$ cat src/mam_pkg.sv
// constants, register map and codes of the motor alarm and information monitor
// Overview of operation
// RULE1 - alarm stops motor, indicator blinks red
// RULE2 - alarm cuts winding current, brake keeps holding
// RULE3 - resettable alarm clears on input rising edge
// RULE4 - serial reset command acts like input edge
// RULE5 - power cycle clears every alarm
// RULE6 - overvoltage alarm: code 22h, 3 blinks
// RULE7 - cpu circuit alarm: code 29h, 9 blinks, power-only
// RULE8 - overvoltage limit 36 V or 63 V by mode
// RULE9 - information blinks blue, motor keeps running
// RULE10 - high info set above threshold, self-clears
// RULE11 - low info set below threshold, self-clears
// RULE12 - thresholds 140..630 in 0.1 V, defaults 630/140
// RULE13 - alarm stays latched until permitted reset
package mam_pkg;
   // apb register byte offsets
   localparam logic [7:0] OFS_CTRL = 8'h00;
   localparam logic [7:0] OFS_OV_THR = 8'h04;
   localparam logic [7:0] OFS_UV_THR = 8'h08;
   localparam logic [7:0] OFS_STATUS = 8'h0C;
   localparam logic [7:0] OFS_IRQ_STAT = 8'h10;
   localparam logic [7:0] OFS_IRQ_MASK = 8'h14;
   // control fields
   localparam int CTRL_MODE48_BIT = 0;
   localparam int CTRL_RESET_BIT = 1;
   localparam logic CTRL_MODE48_RST = 1'b0;
   // status fields
   localparam int ST_OV_ALARM_BIT = 0;
   localparam int ST_CPU_ALARM_BIT = 1;
   localparam int ST_INFO_HIGH_BIT = 2;
   localparam int ST_INFO_LOW_BIT = 3;
   localparam int ST_CODE_LSB = 8;
   // event bits, same layout for status and mask
   localparam int EV_WIDTH = 4;
   localparam logic [3:0] IRQ_MASK_RST = 4'h0;
   // voltages in 0.1 V units
   localparam int VOLT_W = 10;
   localparam logic [9:0] THR_MIN = 10'h08C;
   localparam logic [9:0] THR_MAX = 10'h276;
   localparam logic [9:0] OV_THR_RST = 10'h276;
   localparam logic [9:0] UV_THR_RST = 10'h08C;
   localparam logic [9:0] OV_LIMIT_24V = 10'h168;
   localparam logic [9:0] OV_LIMIT_48V = 10'h276;
   // alarm codes and blink counts
   localparam logic [7:0] ALM_CODE_NONE = 8'h00;
   localparam logic [7:0] ALM_CODE_OV = 8'h22;
   localparam logic [7:0] ALM_CODE_CPU = 8'h29;
   localparam logic [3:0] BLINKS_OV = 4'h3;
   localparam logic [3:0] BLINKS_CPU = 4'h9;
   localparam logic [3:0] BLINKS_INFO = 4'h1;
   // indicator timing
   localparam int CLK_MHZ = 50;
   localparam int BLINK_HALF_MS = 200;
   localparam int BLINK_HALF_CYC = BLINK_HALF_MS * 1000 * CLK_MHZ;
   localparam int BLINK_PAUSE_SLOTS = 4;
endpackage

$ cat src/mam_blink_if.sv
// carrier between the monitor and one indicator blink generator
`timescale 1ns/10ps
interface mam_blink_if;
   logic run; // pattern enabled
   logic [3:0] count; // blinks per cycle
   logic led; // indicator drive
   modport ctrl (output run, output count, input led);
   modport gen (input run, input count, output led);
endinterface

$ cat src/mam_blink.sv
// blink pattern generator: count pulses then a dark pause, repeating
`timescale 1ns/10ps
module mam_blink import mam_pkg::*; #(
   parameter int HALF_CYC = BLINK_HALF_CYC // cycles per on or off slot
) (
   input wire logic clk_sys_i, // system clock
   input wire logic rst_i, // synchronous reset
   mam_blink_if.gen bl // pattern request and led
);
   logic [31:0] tick; // cycles within a slot
   logic [4:0] slot; // slot within a cycle
   logic [4:0] last_slot; // final slot of a cycle
   logic led; // registered led

   assign last_slot = 5'({bl.count, 1'b0}) + 5'(BLINK_PAUSE_SLOTS - 1);
   assign bl.led = led;

   // slot timing, restarts whenever the pattern is off
   always_ff @(posedge clk_sys_i) begin
      if (rst_i || !bl.run) begin
         tick <= '0;
         slot <= '0;
      end else if (tick == 32'(HALF_CYC - 1)) begin
         tick <= '0;
         slot <= (slot >= last_slot) ? 5'd0 : slot + 5'd1;
      end else begin
         tick <= tick + 32'd1;
      end
   end

   // even slots inside the pulse train light the led
   always_ff @(posedge clk_sys_i) begin
      if (rst_i) begin
         led <= 1'b0;
      end else begin
         led <= bl.run && (slot < 5'({bl.count, 1'b0})) && !slot[0];
      end
   end
endmodule

$ cat src/mam_monitor.sv
// supply alarm and information monitor with apb registers and indicator
`timescale 1ns/10ps
module mam_monitor import mam_pkg::*; #(
   parameter int HALF_CYC = BLINK_HALF_CYC // indicator slot length in cycles
) (
   input wire logic clk_sys_i, // system clock, 50 MHz
   input wire logic rst_i, // power-on reset, synchronous
   input wire logic [9:0] supply_dv_i, // main supply in 0.1 V
   input wire logic cpu_fault_i, // temperature or circuit fault
   input wire logic alarm_clear_input_i, // alarm reset input
   input wire logic serial_reset_i, // reset command from serial link
   input wire logic brake_release_req_i, // motion wants brake released
   output logic motor_stop_o, // stop motion
   output logic winding_enable_o, // winding current on
   output logic brake_release_o, // brake released
   output logic supply_high_info_bit_o, // overvoltage information
   output logic supply_low_info_bit_o, // undervoltage information
   output logic [7:0] alarm_code_o, // active alarm code
   output logic ind_red_o, // combined_state_indicator red
   output logic ind_blue_o, // combined_state_indicator blue
   output logic irq_o, // interrupt level
   input wire logic psel_i, // apb select
   input wire logic penable_i, // apb enable
   input wire logic pwrite_i, // apb direction
   input wire logic [7:0] paddr_i, // apb byte address
   input wire logic [31:0] pwdata_i, // apb write data
   output logic [31:0] prdata_o, // apb read data
   output logic pready_o, // apb ready
   output logic pslverr_o // apb error
);
   logic mode48; // main power mode is 48 V
   logic [9:0] ov_thr; // overvoltage info threshold
   logic [9:0] uv_thr; // undervoltage info threshold
   logic [3:0] irq_stat; // sticky events
   logic [3:0] irq_mask; // event enables
   logic ov_alarm; // latched overvoltage alarm
   logic cpu_alarm; // latched cpu circuit alarm
   logic clr_prev; // reset input last cycle
   logic clr_rise; // reset input rising edge
   logic sw_reset; // apb reset command pulse
   logic clear_req; // any non-power reset
   logic ov_over; // supply above alarm limit
   logic [9:0] ov_limit; // selected alarm limit
   logic alarm_any; // some alarm latched
   logic info_any; // some information active
   logic [3:0] events; // event pulses
   logic wr_en; // apb write strobe
   logic mapped; // address decodes
   logic [31:0] rd_mux; // read data selection
   logic [31:0] status_word; // status register view
   logic [9:0] wr_thr; // clamped threshold write
   logic [3:0] next_irq_stat; // next sticky events
   mam_blink_if red_if (); // red pattern
   mam_blink_if blue_if (); // blue pattern

   // limit and edge decode
   assign ov_limit = mode48 ? OV_LIMIT_48V : OV_LIMIT_24V; // see RULE8
   assign ov_over = supply_dv_i > ov_limit; // see RULE8
   assign clr_rise = alarm_clear_input_i && !clr_prev; // see RULE3
   assign clear_req = clr_rise || serial_reset_i || sw_reset; // see RULE4
   assign alarm_any = ov_alarm || cpu_alarm;
   assign info_any = supply_high_info_bit_o || supply_low_info_bit_o;

   // apb decode, zero wait states
   assign wr_en = psel_i && penable_i && pwrite_i;
   always_comb begin
      mapped = 1'b1;
      case (paddr_i)
         OFS_CTRL, OFS_OV_THR, OFS_UV_THR: mapped = 1'b1;
         OFS_STATUS, OFS_IRQ_STAT, OFS_IRQ_MASK: mapped = 1'b1;
         default: mapped = 1'b0;
      endcase
   end
   assign pready_o = 1'b1;
   assign pslverr_o = psel_i && penable_i && !mapped;

   // threshold writes are held inside the legal range
   always_comb begin
      wr_thr = pwdata_i[VOLT_W-1:0];
      if (pwdata_i[31:VOLT_W] != '0 || wr_thr > THR_MAX) begin
         wr_thr = THR_MAX; // see RULE12
      end else if (wr_thr < THR_MIN) begin
         wr_thr = THR_MIN; // see RULE12
      end
   end

   // control and threshold registers
   always_ff @(posedge clk_sys_i) begin
      if (rst_i) begin
         mode48 <= CTRL_MODE48_RST;
         ov_thr <= OV_THR_RST; // see RULE12
         uv_thr <= UV_THR_RST; // see RULE12
         irq_mask <= IRQ_MASK_RST;
      end else if (wr_en) begin
         case (paddr_i)
            OFS_CTRL: mode48 <= pwdata_i[CTRL_MODE48_BIT];
            OFS_OV_THR: ov_thr <= wr_thr;
            OFS_UV_THR: uv_thr <= wr_thr;
            OFS_IRQ_MASK: irq_mask <= pwdata_i[EV_WIDTH-1:0];
            default: ;
         endcase
      end
   end

   // software alarm reset command, one cycle pulse
   always_ff @(posedge clk_sys_i) begin
      if (rst_i) begin
         sw_reset <= 1'b0;
      end else begin
         sw_reset <= wr_en && paddr_i == OFS_CTRL && pwdata_i[CTRL_RESET_BIT];
      end
   end

   // reset input history for edge detection
   always_ff @(posedge clk_sys_i) begin
      if (rst_i) begin
         clr_prev <= 1'b0;
      end else begin
         clr_prev <= alarm_clear_input_i;
      end
   end

   // overvoltage alarm latch, a present cause wins over a reset, see RULE13
   always_ff @(posedge clk_sys_i) begin
      if (rst_i) begin
         ov_alarm <= 1'b0; // see RULE5
      end else if (ov_over) begin
         ov_alarm <= 1'b1; // see RULE8
      end else if (clear_req) begin
         ov_alarm <= 1'b0; // see RULE6
      end
   end

   // cpu circuit alarm, only the power-on reset clears it
   always_ff @(posedge clk_sys_i) begin
      if (rst_i) begin
         cpu_alarm <= 1'b0; // see RULE5
      end else if (cpu_fault_i) begin
         cpu_alarm <= 1'b1; // see RULE7
      end
   end

   // information bits with hold at equality
   always_ff @(posedge clk_sys_i) begin
      if (rst_i) begin
         supply_high_info_bit_o <= 1'b0;
         supply_low_info_bit_o <= 1'b0;
      end else begin
         if (supply_dv_i > ov_thr) begin
            supply_high_info_bit_o <= 1'b1; // see RULE10
         end else if (supply_dv_i < ov_thr) begin
            supply_high_info_bit_o <= 1'b0; // see RULE10
         end
         if (supply_dv_i < uv_thr) begin
            supply_low_info_bit_o <= 1'b1; // see RULE11
         end else if (supply_dv_i > uv_thr) begin
            supply_low_info_bit_o <= 1'b0; // see RULE11
         end
      end
   end

   // motor and brake outputs follow the alarm state
   assign motor_stop_o = alarm_any; // see RULE1
   assign winding_enable_o = !alarm_any; // see RULE2
   assign brake_release_o = brake_release_req_i && !alarm_any; // see RULE2

   // alarm code, cpu alarm takes precedence
   always_ff @(posedge clk_sys_i) begin
      if (rst_i) begin
         alarm_code_o <= ALM_CODE_NONE;
      end else if (cpu_fault_i || cpu_alarm) begin
         alarm_code_o <= ALM_CODE_CPU; // see RULE7
      end else if (ov_over || (ov_alarm && !clear_req)) begin
         alarm_code_o <= ALM_CODE_OV; // see RULE6
      end else begin
         alarm_code_o <= ALM_CODE_NONE;
      end
   end

   // indicator patterns: red on alarm, blue on information only
   assign red_if.run = alarm_any; // see RULE1
   assign red_if.count = cpu_alarm ? BLINKS_CPU : BLINKS_OV; // see RULE6
   assign blue_if.run = info_any && !alarm_any; // see RULE9
   assign blue_if.count = BLINKS_INFO;
   assign ind_red_o = red_if.led;
   assign ind_blue_o = blue_if.led;

   mam_blink #(.HALF_CYC(HALF_CYC)) u_red (
      .clk_sys_i(clk_sys_i),
      .rst_i(rst_i),
      .bl(red_if)
   );
   mam_blink #(.HALF_CYC(HALF_CYC)) u_blue (
      .clk_sys_i(clk_sys_i),
      .rst_i(rst_i),
      .bl(blue_if)
   );

   // event pulses: alarm latch and information rising
   assign events[ST_OV_ALARM_BIT] = ov_over && !ov_alarm;
   assign events[ST_CPU_ALARM_BIT] = cpu_fault_i && !cpu_alarm;
   assign events[ST_INFO_HIGH_BIT] = supply_dv_i > ov_thr && !supply_high_info_bit_o;
   assign events[ST_INFO_LOW_BIT] = supply_dv_i < uv_thr && !supply_low_info_bit_o;

   // sticky status, write one clears, a new event wins
   always_comb begin
      next_irq_stat = irq_stat;
      if (wr_en && paddr_i == OFS_IRQ_STAT) begin
         next_irq_stat = irq_stat & ~pwdata_i[EV_WIDTH-1:0];
      end
      next_irq_stat = next_irq_stat | events;
   end
   always_ff @(posedge clk_sys_i) begin
      if (rst_i) begin
         irq_stat <= '0;
      end else begin
         irq_stat <= next_irq_stat;
      end
   end
   assign irq_o = |(irq_stat & irq_mask);

   // read view
   always_comb begin
      status_word = '0;
      status_word[ST_OV_ALARM_BIT] = ov_alarm;
      status_word[ST_CPU_ALARM_BIT] = cpu_alarm;
      status_word[ST_INFO_HIGH_BIT] = supply_high_info_bit_o;
      status_word[ST_INFO_LOW_BIT] = supply_low_info_bit_o;
      status_word[ST_CODE_LSB +: 8] = alarm_code_o;
      case (paddr_i)
         OFS_CTRL: rd_mux = {31'd0, mode48};
         OFS_OV_THR: rd_mux = {22'd0, ov_thr};
         OFS_UV_THR: rd_mux = {22'd0, uv_thr};
         OFS_STATUS: rd_mux = status_word;
         OFS_IRQ_STAT: rd_mux = {28'd0, irq_stat};
         OFS_IRQ_MASK: rd_mux = {28'd0, irq_mask};
         default: rd_mux = '0;
      endcase
   end

   // read data captured in the setup cycle
   always_ff @(posedge clk_sys_i) begin
      if (rst_i) begin
         prdata_o <= '0;
      end else if (psel_i && !penable_i && !pwrite_i) begin
         prdata_o <= rd_mux;
      end
   end

   // checks
   chk_stop_on_alarm: assert property (@(posedge clk_sys_i) disable iff (rst_i)
      $rose(ov_alarm) |-> motor_stop_o && !winding_enable_o && red_if.run) // see RULE1
      else $error("alarm did not stop the motor");
   chk_brake_holds: assert property (@(posedge clk_sys_i) disable iff (rst_i)
      alarm_any |-> !brake_release_o && !winding_enable_o) // see RULE2
      else $error("brake released or winding on during alarm");
   chk_level_no_clear: assert property (@(posedge clk_sys_i) disable iff (rst_i)
      ov_alarm && alarm_clear_input_i && clr_prev && !serial_reset_i && !sw_reset
      |=> ov_alarm) // see RULE3
      else $error("held reset level cleared the alarm");
   chk_edge_clears: assert property (@(posedge clk_sys_i) disable iff (rst_i)
      ov_alarm && !ov_over && (clr_rise || serial_reset_i) |=> !ov_alarm) // see RULE4
      else $error("reset request did not clear the alarm");
   chk_power_clear: assert property (@(posedge clk_sys_i)
      rst_i |=> !ov_alarm && !cpu_alarm) // see RULE5
      else $error("power cycle left an alarm");
   chk_ov_code: assert property (@(posedge clk_sys_i) disable iff (rst_i)
      $past(ov_alarm) && ov_alarm && !cpu_alarm && !$past(cpu_fault_i)
      |-> alarm_code_o == ALM_CODE_OV && red_if.count == BLINKS_OV) // see RULE6
      else $error("wrong overvoltage code or blinks");
   chk_cpu_sticky: assert property (@(posedge clk_sys_i) disable iff (rst_i)
      cpu_alarm |=> cpu_alarm && alarm_code_o == ALM_CODE_CPU
      && red_if.count == BLINKS_CPU) // see RULE7
      else $error("cpu alarm cleared or wrong code");
   chk_ov_limit: assert property (@(posedge clk_sys_i) disable iff (rst_i)
      supply_dv_i > (mode48 ? OV_LIMIT_48V : OV_LIMIT_24V) |=> ov_alarm) // see RULE8
      else $error("overvoltage alarm missed");
   chk_blue_info: assert property (@(posedge clk_sys_i) disable iff (rst_i)
      info_any && !alarm_any |-> blue_if.run && !motor_stop_o && !red_if.run) // see RULE9
      else $error("information did not blink blue");
   chk_info_high: assert property (@(posedge clk_sys_i) disable iff (rst_i)
      supply_dv_i > ov_thr ##1 supply_dv_i < ov_thr |-> supply_high_info_bit_o ##1
      !supply_high_info_bit_o) // see RULE10
      else $error("high information set or clear wrong");
   chk_info_low: assert property (@(posedge clk_sys_i) disable iff (rst_i)
      supply_dv_i < uv_thr |=> supply_low_info_bit_o) // see RULE11
      else $error("low information not set");
   chk_thr_range: assert property (@(posedge clk_sys_i) disable iff (rst_i)
      ov_thr >= THR_MIN && ov_thr <= THR_MAX && uv_thr >= THR_MIN
      && uv_thr <= THR_MAX) // see RULE12
      else $error("threshold out of range");
   chk_alarm_latched: assert property (@(posedge clk_sys_i) disable iff (rst_i)
      ov_alarm && !clear_req |=> ov_alarm) // see RULE13
      else $error("alarm dropped without reset");
   cov_ov_cleared: cover property (@(posedge clk_sys_i) disable iff (rst_i)
      ov_alarm ##1 !ov_alarm);
   cov_cpu_alarm: cover property (@(posedge clk_sys_i) disable iff (rst_i)
      $rose(cpu_alarm));
   cov_info_low: cover property (@(posedge clk_sys_i) disable iff (rst_i)
      $rose(supply_low_info_bit_o));
endmodule

$ cat config.mk
export PLATFORM = sky130hd
export DESIGN_NAME = mam_monitor
export DESIGN_NICKNAME = d
export VERILOG_FILES = /design/src/mam_pkg.sv /design/src/mam_blink_if.sv /design/src/mam_blink.sv /design/src/mam_monitor.sv
export SDC_FILE = /design/constraint.sdc
export NUM_CORES = 1
export LEC_CHECK = 0
export BUFFER_PORTS_ARGS = -buffer_cell sky130_fd_sc_hd__buf_4
export CAP_MARGIN = 10
export CORE_MARGIN = 2
export CORE_UTILIZATION = 55
export DETAILED_ROUTE_END_ITERATION = 6
export PLACE_DENSITY_LB_ADDON = 0.1
export RECOVER_POWER = 50
export SLEW_MARGIN = 5
export SYNTH_ARGS = -nofsm -noshare
export SYNTH_HDL_FRONTEND = slang
export SYNTH_HIERARCHICAL = 1
export SYNTH_SLANG_ARGS = --single-unit
export TNS_END_PERCENT = 100
$ cat constraint.sdc
create_clock -name clk_sys_i -period 3.2 [get_ports clk_sys_i]
set_clock_uncertainty 0.2 [all_clocks]
set_input_delay 0.32 -clock clk_sys_i [delete_from_list [all_inputs] [get_ports clk_sys_i]]
set_output_delay 0.32 -clock clk_sys_i [all_outputs]
set_load 0.01 [all_outputs]
After elaboration in Yosys (flattened, before gate mapping)
Index checks and enable logic that the tools add are counted.
{ "totals": {"register_bits": 151, "output_inout_bits": 50, "word_cells": 120} }
{ "op_classes": {"n_bitwise": 4, "eq_ne": 7, "n_addsub": 5, "mux": 17, "order_cmp": 11, "n_reduce_logical": 56} }
{ "ops": {"columns": ["cell", "count"], "rows": [
  ["$pmux W16 S6", 1],
  ["$add A32 B1 Y32 const B", 2],
  ["$eq A32 B24 Y1 const B", 2],
  ["$gt A10 B10 Y1", 3],
  ["$mux W10", 3],
  ["$reduce_bool A22 Y1", 1],
  ["$logic_and A1 B1 Y1", 20],
  ["$lt A10 B10 Y1", 2],
  ["$eq A8 B4 Y1 const B", 2],
  ["$eq A8 B5 Y1 const B", 2],
  ["$logic_not A1 Y1", 13],
  ["$mux W6", 2],
  ["$add A5 B1 Y5 const B", 2],
  ["$gt A10 B10 Y1 const B", 1],
  ["$lt A10 B8 Y1 const B", 1],
  ["$mux W5", 2],
  ["$logic_or A1 B1 Y1", 9],
  ["$and A4 B4 Y4", 2],
  ["$eq A8 B3 Y1 const B", 1],
  ["$logic_not A8 Y1", 1],
  ["$mux W4", 2],
  ["$reduce_and A2 Y1", 4],
  ["$mux W1", 7],
  ["$reduce_bool A2 Y1", 3],
  ["10 further kinds", 12]
]} }

Depth between registers and ports, before layout
Gate-level depths: netlist of run 1.
{ "logic_depth": {"ltp_word": 9, "ltp_mapped": 9} }

Modules after synthesis
The synthesis of run 1 kept the hierarchy.
{ "modules_own_cells": {"columns": ["module", "instances", "area_each_um2", "cells_per_inst"], "rows": [
  ["mam_blink", 2, 2037.0, 243],
  ["mam_monitor", 1, 3304.4, 410]
]} }

Worst setup path after synthesis of run 1
Ideal clock, no wire load.
{ "synth_path": {"path_type": "flip-flop to flip-flop", "start": "register cpu_alarm", "end": "register u_red.slot[0]", "t_arrival_ps": 2032, "setup_slack_ps": 898, "n_path_buf": 1, "setup_ps": 70, "synth_period_minus_slack_ps": 2302, "stages_incl_launch_ff": 10, "path_cell_list": "dfxtp_1 inv_1 ha_1 inv_1 ha_1 o2111ai_1 and3_1 clkbuf_1 or4b_1 a21oi_1"} }
{ "synth_via": {"elab_chain_cells": 4, "word_cells_on_any_way": 7} }
{ "synth_lines": {"columns": ["item", "line", "text"], "rows": [
  ["start, declared", "mam_monitor.sv:37", "logic cpu_alarm;"],
  ["start signal, assigned", "mam_monitor.sv:137", "cpu_alarm <= 1'b0;"],
  ["start signal, assigned", "mam_monitor.sv:139", "cpu_alarm <= 1'b1;"],
  ["$mux W4", "mam_monitor.sv:182", "assign red_if.count = cpu_alarm ? BLINKS_CPU : BLINKS_OV;"],
  ["net red_if.count[1]", "mam_blink_if.sv:5", "logic [3:0] count;"],
  ["$add A5 B2 Y5", "mam_blink.sv:15", "assign last_slot = 5'({bl.count, 1'b0}) + 5'(BLINK_PAUSE_SLOTS - 1);"],
  ["$ge A5 B5 Y1", "mam_blink.sv:25", "slot <= (slot >= last_slot) ? 5'd0 : slot + 5'd1;"],
  ["$mux W5", "mam_blink.sv:25", null],
  ["end signal, assigned", "mam_blink.sv:25", null],
  ["end, declared", "mam_blink.sv:11", "logic [4:0] slot;"]
]} }
The timed path passes the listed nets, and every way through them passes these cells.
A chain may end at the register's enable or synchronous reset.

Worst setup path after layout of run 1
{ "layout_path": {"start": "register u_blue.tick[0]", "end": "register u_blue.tick[26]"} }
{ "layout_via": {"elab_chain_cells": 2, "word_cells_on_any_way": 3} }
{ "layout_lines": {"columns": ["item", "line", "text"], "rows": [
  ["start, declared", "mam_blink.sv:10", "logic [31:0] tick;"],
  ["start signal, assigned", "mam_blink.sv:27", "tick <= tick + 32'd1;"],
  ["branches (longest 2 deep; another with $add A32 B1 Y32)", null, null]
]} }
Parallel ways; which one is timed is not known.

==> impl_metrics.json, run 1 <==
{
  "fin_nets": 1088,
  "yosysMostFrequentCell": "dfxtp_1",
  "gp_congestion": 0.930,
  "grt_pass1_wl_um": 28800,
  "avgRoutedWirePerCell_um": 15.0,
  "crit_family": "buffers and inverters",
  "p_leak_nw": 3.30,
  "io_buffers": 83,
  "clkTransAtPathRegs_ns": 0.06,
  "final.setup.tns_ns": 0,
  "final_min_period_over_clock_period_pct": 78.6,
  "cp-end-kind": "flip-flop",
  "critPathLaunch": "u_blue/tick[0]",
  "crit_chain": "ha_1 > and3_1 > nand4_2 > clkbuf_1 > o21ai_1 > buf_4 > nor2_1",
  "min_period_ns": 2.51,
  "hold_viol": 0,
  "core-area_um2": 13200,
  "setup.worst_path.start_class": "flip-flop",
  "status": "completed",
  "die_x_um": 120,
  "async_reset_ff_share_pct": 0,
  "vdd_drop_max_mv": 0.367,
  "synth_area_leaders": "dfxtp_1 34%, ha_1 8.1%, xnor2_1 5.9%, nor2_1 4.8%, nand2_1 3.1%",
  "synth.distinct_cells": 64,
  "grt_pass1_vias": 5815,
  "cts-resized-gates": 0,
  "path_class": "flip-flop to flip-flop",
  "hold_path_class": "input pin to flip-flop",
  "critPathMaxStageDelay_ns": 0.86,
  "synth_common_cells": "126 x dfxtp_1, 94 x nor2_1, 61 x nand2_1",
  "grt_max_degree": 39,
  "postRouteWirelength_um": 17500,
  "synthMuxAreaShare_pct": 1.66,
  "rows": 42,
  "avgSynthCellArea_um2": 8.23,
  "worstPathMaxFanout": 27,
  "synth_top_family_by_area": "simple AND/OR/NAND/NOR gates",
  "power_density_nw_per_um2": 442,
  "syn_inst": 896,
  "start_util_pct": 55.9,
  "cts_max_level": 4,
  "ant_nets": 0,
  "grt_overflow_total": 0,
  "ys_seq_area_share_pct": 34.2,
  "syn_area_um2": 7380,
  "synth_ff_type": "dfxtp_1",
  "worstHoldStart": "pwdata_i[3]",
  "synth_top_area_share_pct": 34.2,
  "drtIter0Drc": 405,
  "cts_tree": "built",
  "dr.pass1.iters": 5,
  "max_slew.worst_pin.slew_ns": 1.18,
  "yosysWarnings": 6,
  "max_freq_mhz": 398,
  "cap_viol_max_count": 0,
  "cp.arrival_ns": 2.66,
  "required_ns": 3.35,
  "die_h_um": 120,
  "crit_buf_inv": 2,
  "synthXorXnorAreaFrac_pct": 6.65,
  "slew_headroom_pct": 21.5,
  "regToRegStartpoint": "u_blue/tick[0]",
  "clk_latency_ns": 0.42,
  "yosys.area_share.simple_pct": 27.6,
  "ys_ff_latch": 126,
  "area_growth_pct": 16.1,
  "drive_gt1_share_pct": 10.4,
  "rr_worst_depth": 7,
  "finalSetupViolCount": 0,
  "cts_buffers": 17,
  "synth_compound_area_share_pct": 13.6,
  "hold_slack_ns": 0.0145,
  "synth_fa_ha_area_share_pct": 8.14,
  "hold-path-cell-count": 3,
  "viasPerCell": 5.72,
  "rsz0062_at_grt": "no",
  "antenna_found_initial": 0,
  "routed-via-count": 6694,
  "track_usage_pct": 25.0,
  "synth_edf_count": 0,
  "cts_num_sinks": 126,
  "cts-root-buf": "clkbuf_16",
  "die-area_um2": 14400,
  "diodes": 0,
  "synth_area_leader_cell": "dfxtp_1",
  "finalPower_mw": 3.78,
  "io_pins": 109,
  "worstSetupPathDepth": 7,
  "fin_util_pct": 64.9,
  "cts_buffer_depth": 2,
  "hpwl_um": 12800,
  "slew_viol_final": 0,
  "slowest_stage": "clkbuf_1",
  "post-route-drc-count": 0
}
-- layout by cell type (no fill, tap or decap), types with 8 or more instances in the layout --
cell / instances
mux2i_1: 10
nor3_1: 37
ha_1: 48
nor2_1: 94
buf_4: 62
dfxtp_1: 126
nand4_1: 26
a41oi_1: 11
nand2_1: 61
clkbuf_1: 30
xnor2_1: 50
inv_1: 53
and3_1: 31
o211ai_1: 13
a22oi_1: 14
clkbuf_16: 17
nor2b_1: 11
conb_1: 43
nor4_1: 34
and4_1: 8
or3_1: 9
o21ai_0: 17
a211oi_1: 8
nand3_1: 41
a21oi_1: 30
-- registers in the layout, indices dropped and copies added, names as in the netlist, 3 cells and up --
| name | count |
|---|---|
| u_blue/tick | 32 |
| u_red/tick | 32 |
| prdata_o | 12 |
| ov_thr | 10 |
| uv_thr | 10 |
| u_blue/slot | 5 |
| u_red/slot | 5 |
| irq_mask | 4 |
| irq_stat | 4 |
| alarm_code_o | 3 |
-- cell type report --
class | count | area (µm²)
fill | 1218 | 4630
multi-input combinational | 687 | 4410
sequential | 126 | 2520
timing repair buffer | 96 | 628
clock buffer | 22 | 474
tap | 176 | 220
inverter | 53 | 199
clock inverter | 10 | 113
-- per-layer routing --
| layer | routed length, µm | global-route usage (%) |
|---|---|---|
| met1 | 8670 | 37.4 |
| met2 | 7650 | 36.9 |
| met3 | 1020 | 5.28 |
| met4 | 151 | 5.66 |
| met5 | 0 | 0 |
-- per-stage QoR --
stage	instance area, µm²	worst slack (ns)	std cells
after global routing	8560	0.459	1170
after CTS	8680	0.802	1170
final	8560	0.685	1170
after floorplan	7530	0.898	937
after global placement	8050	0.881	1133
after detailed placement	8050	0.805	1133
-- tightest hold or removal path: cells and delay by family --
family / cells / cell delay (ns)
buffers and inverters: 1 / 0.12
and+or+nand+nor: 1 / 0.08
muxes: 1 / 0.07
-- cell families after synthesis --
logic type	count (synthesis)
buf+inv	124
compound gates	141
flops	126
mux	12
other cells	2
simple gates	387
xor+xnor	56
fa+ha+maj	48
-- timing repair --
item	4_1_cts	5_1_grt
hold endpoints to repair	8	0
setup buffers	0	0
endpoints found under the setup margin	0	0
hold buffers	5	0
-- final timing paths --
kind,endpoint,slack (ns)
worst max-delay path,u_blue/tick[26],0.69
worst min-delay path,irq_mask[3],0.01
worst max register to register,u_blue/tick[26],0.69
worst min register to register,u_red/tick[0],0.25
-- power by group --
part	internal (mW)	switching (mW)
Sequential	1.59	0.0150
Combinational	0.119	0.180
Clock	1.20	0.679
Total	2.91	0.874
Power figures use the tool's default switching activity.
==> run 2, diff against run 1 <==
Settings changed: ABC_AREA set to 1, CORE_UTILIZATION 55 to 53.
Clock period 3.2 ns to 2.24 ns, I/O delays scaled along.
==> run 2 against run 1 <==
Synthesized cell count increased by 47%. Sequential share of layout area down 3.5 points. Worst setup slack got worse by 0.48 ns. Clock power is 45% higher. Via count grew 25%. Critical path depth rose by 3. Count of clock-buffer cells in the layout shrank 1. Largest cell class unchanged. Highest routed layer unchanged.
==> impl_metrics.json, run 2 <==
{
  "fin_nets": 1548,
  "syn_area_um2": 8380,
  "grt_overflow_total": 0,
  "clk_latency_ns": 0.42,
  "hold_viol": 0,
  "cts-root-buf": "clkbuf_16",
  "regToRegStartpoint": "u_blue/tick[0]",
  "die_h_um": 130,
  "vdd_drop_max_mv": 0.506,
  "async_reset_ff_share_pct": 0,
  "synth_top_area_share_pct": 30.1,
  "final.setup.tns_ns": 0,
  "area_growth_pct": 16.2,
  "antenna_found_initial": 0,
  "routed-via-count": 8344,
  "diodes": 0,
  "hold_slack_ns": 0.0785,
  "status": "completed",
  "finalSetupViolCount": 0,
  "cts_buffers": 17,
  "cts_buffer_depth": 2,
  "cts_post_setup_buffers_inserted": 0,
  "yosysMostFrequentCell": "nand2_1",
  "reg_top3": "u_blue/tick (32), u_red/tick (32), prdata_o (12)",
  "reg2reg_to": "u_blue/slot[1]",
  "rsz0062_at_grt": "no",
  "post-route-drc-count": 0,
  "hpwl_um": 16400,
  "drtIter0Drc": 617,
  "die_x_um": 130,
  "core-area_um2": 15300,
  "path_class": "flip-flop to flip-flop",
  "ff2ff_setup_slack_ns": 0.21,
  "track_usage_pct": 25.7,
  "min_period_ns": 2.03,
  "required_ns": 2.35,
  "rr_worst_depth": 10,
  "ant_nets": 0,
  "critPathLaunch": "u_blue/tick[0]",
  "ys_seq_area_share_pct": 30.1,
  "synth_area_leader_cell": "dfxtp_1",
  "dr.pass1.iters": 5,
  "crit_end": "u_blue/slot[1]",
  "drive_gt1_share_pct": 9.38,
  "synth_ff_type": "dfxtp_1",
  "grt_max_degree": 33,
  "synth_edf_count": 0,
  "grt_pass1_vias": 7439,
  "slew_viol_final": 0,
  "final_common_cell": "nand2_1",
  "synth_common_cells": "365 x nand2_1, 220 x nor2_1, 150 x inv_1",
  "cts_num_sinks": 126,
  "clkTransAtPathRegs_ns": 0.06,
  "worstHoldStart": "pwrite_i",
  "cp.arrival_ns": 2.14,
  "max_freq_mhz": 492,
  "viasPerCell": 5.02,
  "gp_congestion": 0.973,
  "worstPathMaxFanout": 8,
  "syn_inst": 1318,
  "mostFrequentLayoutCells": "367 x nand2_1, 221 x nor2_1, 153 x inv_1",
  "io_buffers": 83,
  "synth.distinct_cells": 34,
  "avgRoutedWirePerCell_um": 12.7,
  "max_slew.worst_pin.slew_ns": 0.754,
  "cts_max_level": 4,
  "hold_path_class": "input pin to flip-flop",
  "io_pins": 109,
  "rows": 45,
  "power_density_nw_per_um2": 560,
  "start_util_pct": 54.7,
  "avgSynthCellArea_um2": 6.36,
  "final_min_period_over_clock_period_pct": 90.8,
  "postRouteWirelength_um": 21100,
  "cp-end-kind": "flip-flop",
  "p_leak_nw": 4.02,
  "setup.worst_path.start_class": "flip-flop",
  "synth_area_leaders": "dfxtp_1 30%, nand2_1 16%, nor2_1 9.9%, ha_1 7.2%, inv_1 6.7%",
  "cap_viol_max_count": 0,
  "die-area_um2": 16800,
  "cts_tree": "built",
  "ys_ff_latch": 126,
  "grt_pass1_wl_um": 34600,
  "slew_headroom_pct": 49.5,
  "yosysWarnings": 6
}
==> run 2: changes by cell type after synthesis, moves of 14 or more <==
cell      before  now
nand2_1       61  365
nor2_1        94  220
inv_1         53  150
a21oi_1       30  103
nand3_1       41   91
xnor2_1       50    6
and3_1        31    0
nor4_1        34    4
clkbuf_1      27    4
nor3_1        37   19
inv_2          0   15
a22oi_1       14    0
==> run 2: worst min path at each step <==
stage,to,slack [ns],cells after the start
3_5_place_dp,u_red/tick[0],0.24,1
4_1_cts,irq_mask[2],0.05,5
5_1_grt,irq_mask[2],0.08,5
2_1_floorplan,u_blue/bl.led,0.10,1
3_3_place_gp,u_red/tick[0],0.23,1
6_report,irq_mask[2],0.08,5
==> run 2: kinds of logic (layout without fill, tap and decap cells) <==
group	after synthesis	count (layout)	share of synthesized area, %
simple gates	766	766	39.8
buf+inv	209	299	11.5
compound gates	143	143	8.89
flops	126	126	30.1
fa+ha+maj	48	48	7.17
xor+xnor	24	24	2.51
other cells	2	44	0.0896
==> run 2: repair_timing <==
item	CTS	global route
hold buffers	15	0
setup endpoints to repair	0	2
hold endpoints to repair	35	0
resized for setup	0	1
==> run 2: layout make-up <==
type	count	area (µm²)
Timing Repair Buffer	106	747
Sequential cell	126	2520
Clock inverter	7	115
Clock buffer	21	460
Inverter	165	619
Fill cell	1523	5580
Tap cell	211	264
Multi-Input combinational cell	1025	5010
==> run 2: routing by layer <==
metal / GRT usage [%] / vias to the layer above / wire length [µm]
met5: 0 / - / 0
met4: 6.83 / 0 / 283
li1: - / 4340 / -
met3: 6.31 / 27 / 1470
met2: 40.3 / 273 / 9450
met1: 35.5 / 3704 / 9870
==> run 2: worst max-delay path: stages, from the launching register on <==
cell and delay [ns]:
dfxtp_1 0.36, ha_1 0.19, nand2_2 0.07, nor2_2 0.38, inv_1 0.11, nor2_1 0.10, nand2_1 0.06, nor2_1 0.18
nor2_1 0.13, nand2_1 0.08, nand2_1 0.05
==> run 2: where the power goes <==
part,switching (mW),internal [mW],total (mW)
Clock,0.951,1.78,2.73
Combinational,0.260,0.178,0.438
Sequential,0.0200,2.27,2.29
Total,1.23,4.22,5.45
==> run 2: per-stage QoR <==
stage / power [mW] / setup slack (ns) / util, % / cell area (µm²) / std cells
6_report: 5.45 / 0.207 / 63.6 / 9740 / 1661
5_1_grt: 5.67 / 0.0233 / 63.6 / 9740 / 1661
4_1_cts: 5.52 / 0.165 / 64.6 / 9890 / 1661
3_5_place_dp: 2.77 / 0.192 / 59.9 / 9170 / 1618
3_3_place_gp: 2.76 / 0.267 / 59.9 / 9170 / 1618
2_1_floorplan: 2.62 / 0.383 / - / 8540 / 1360
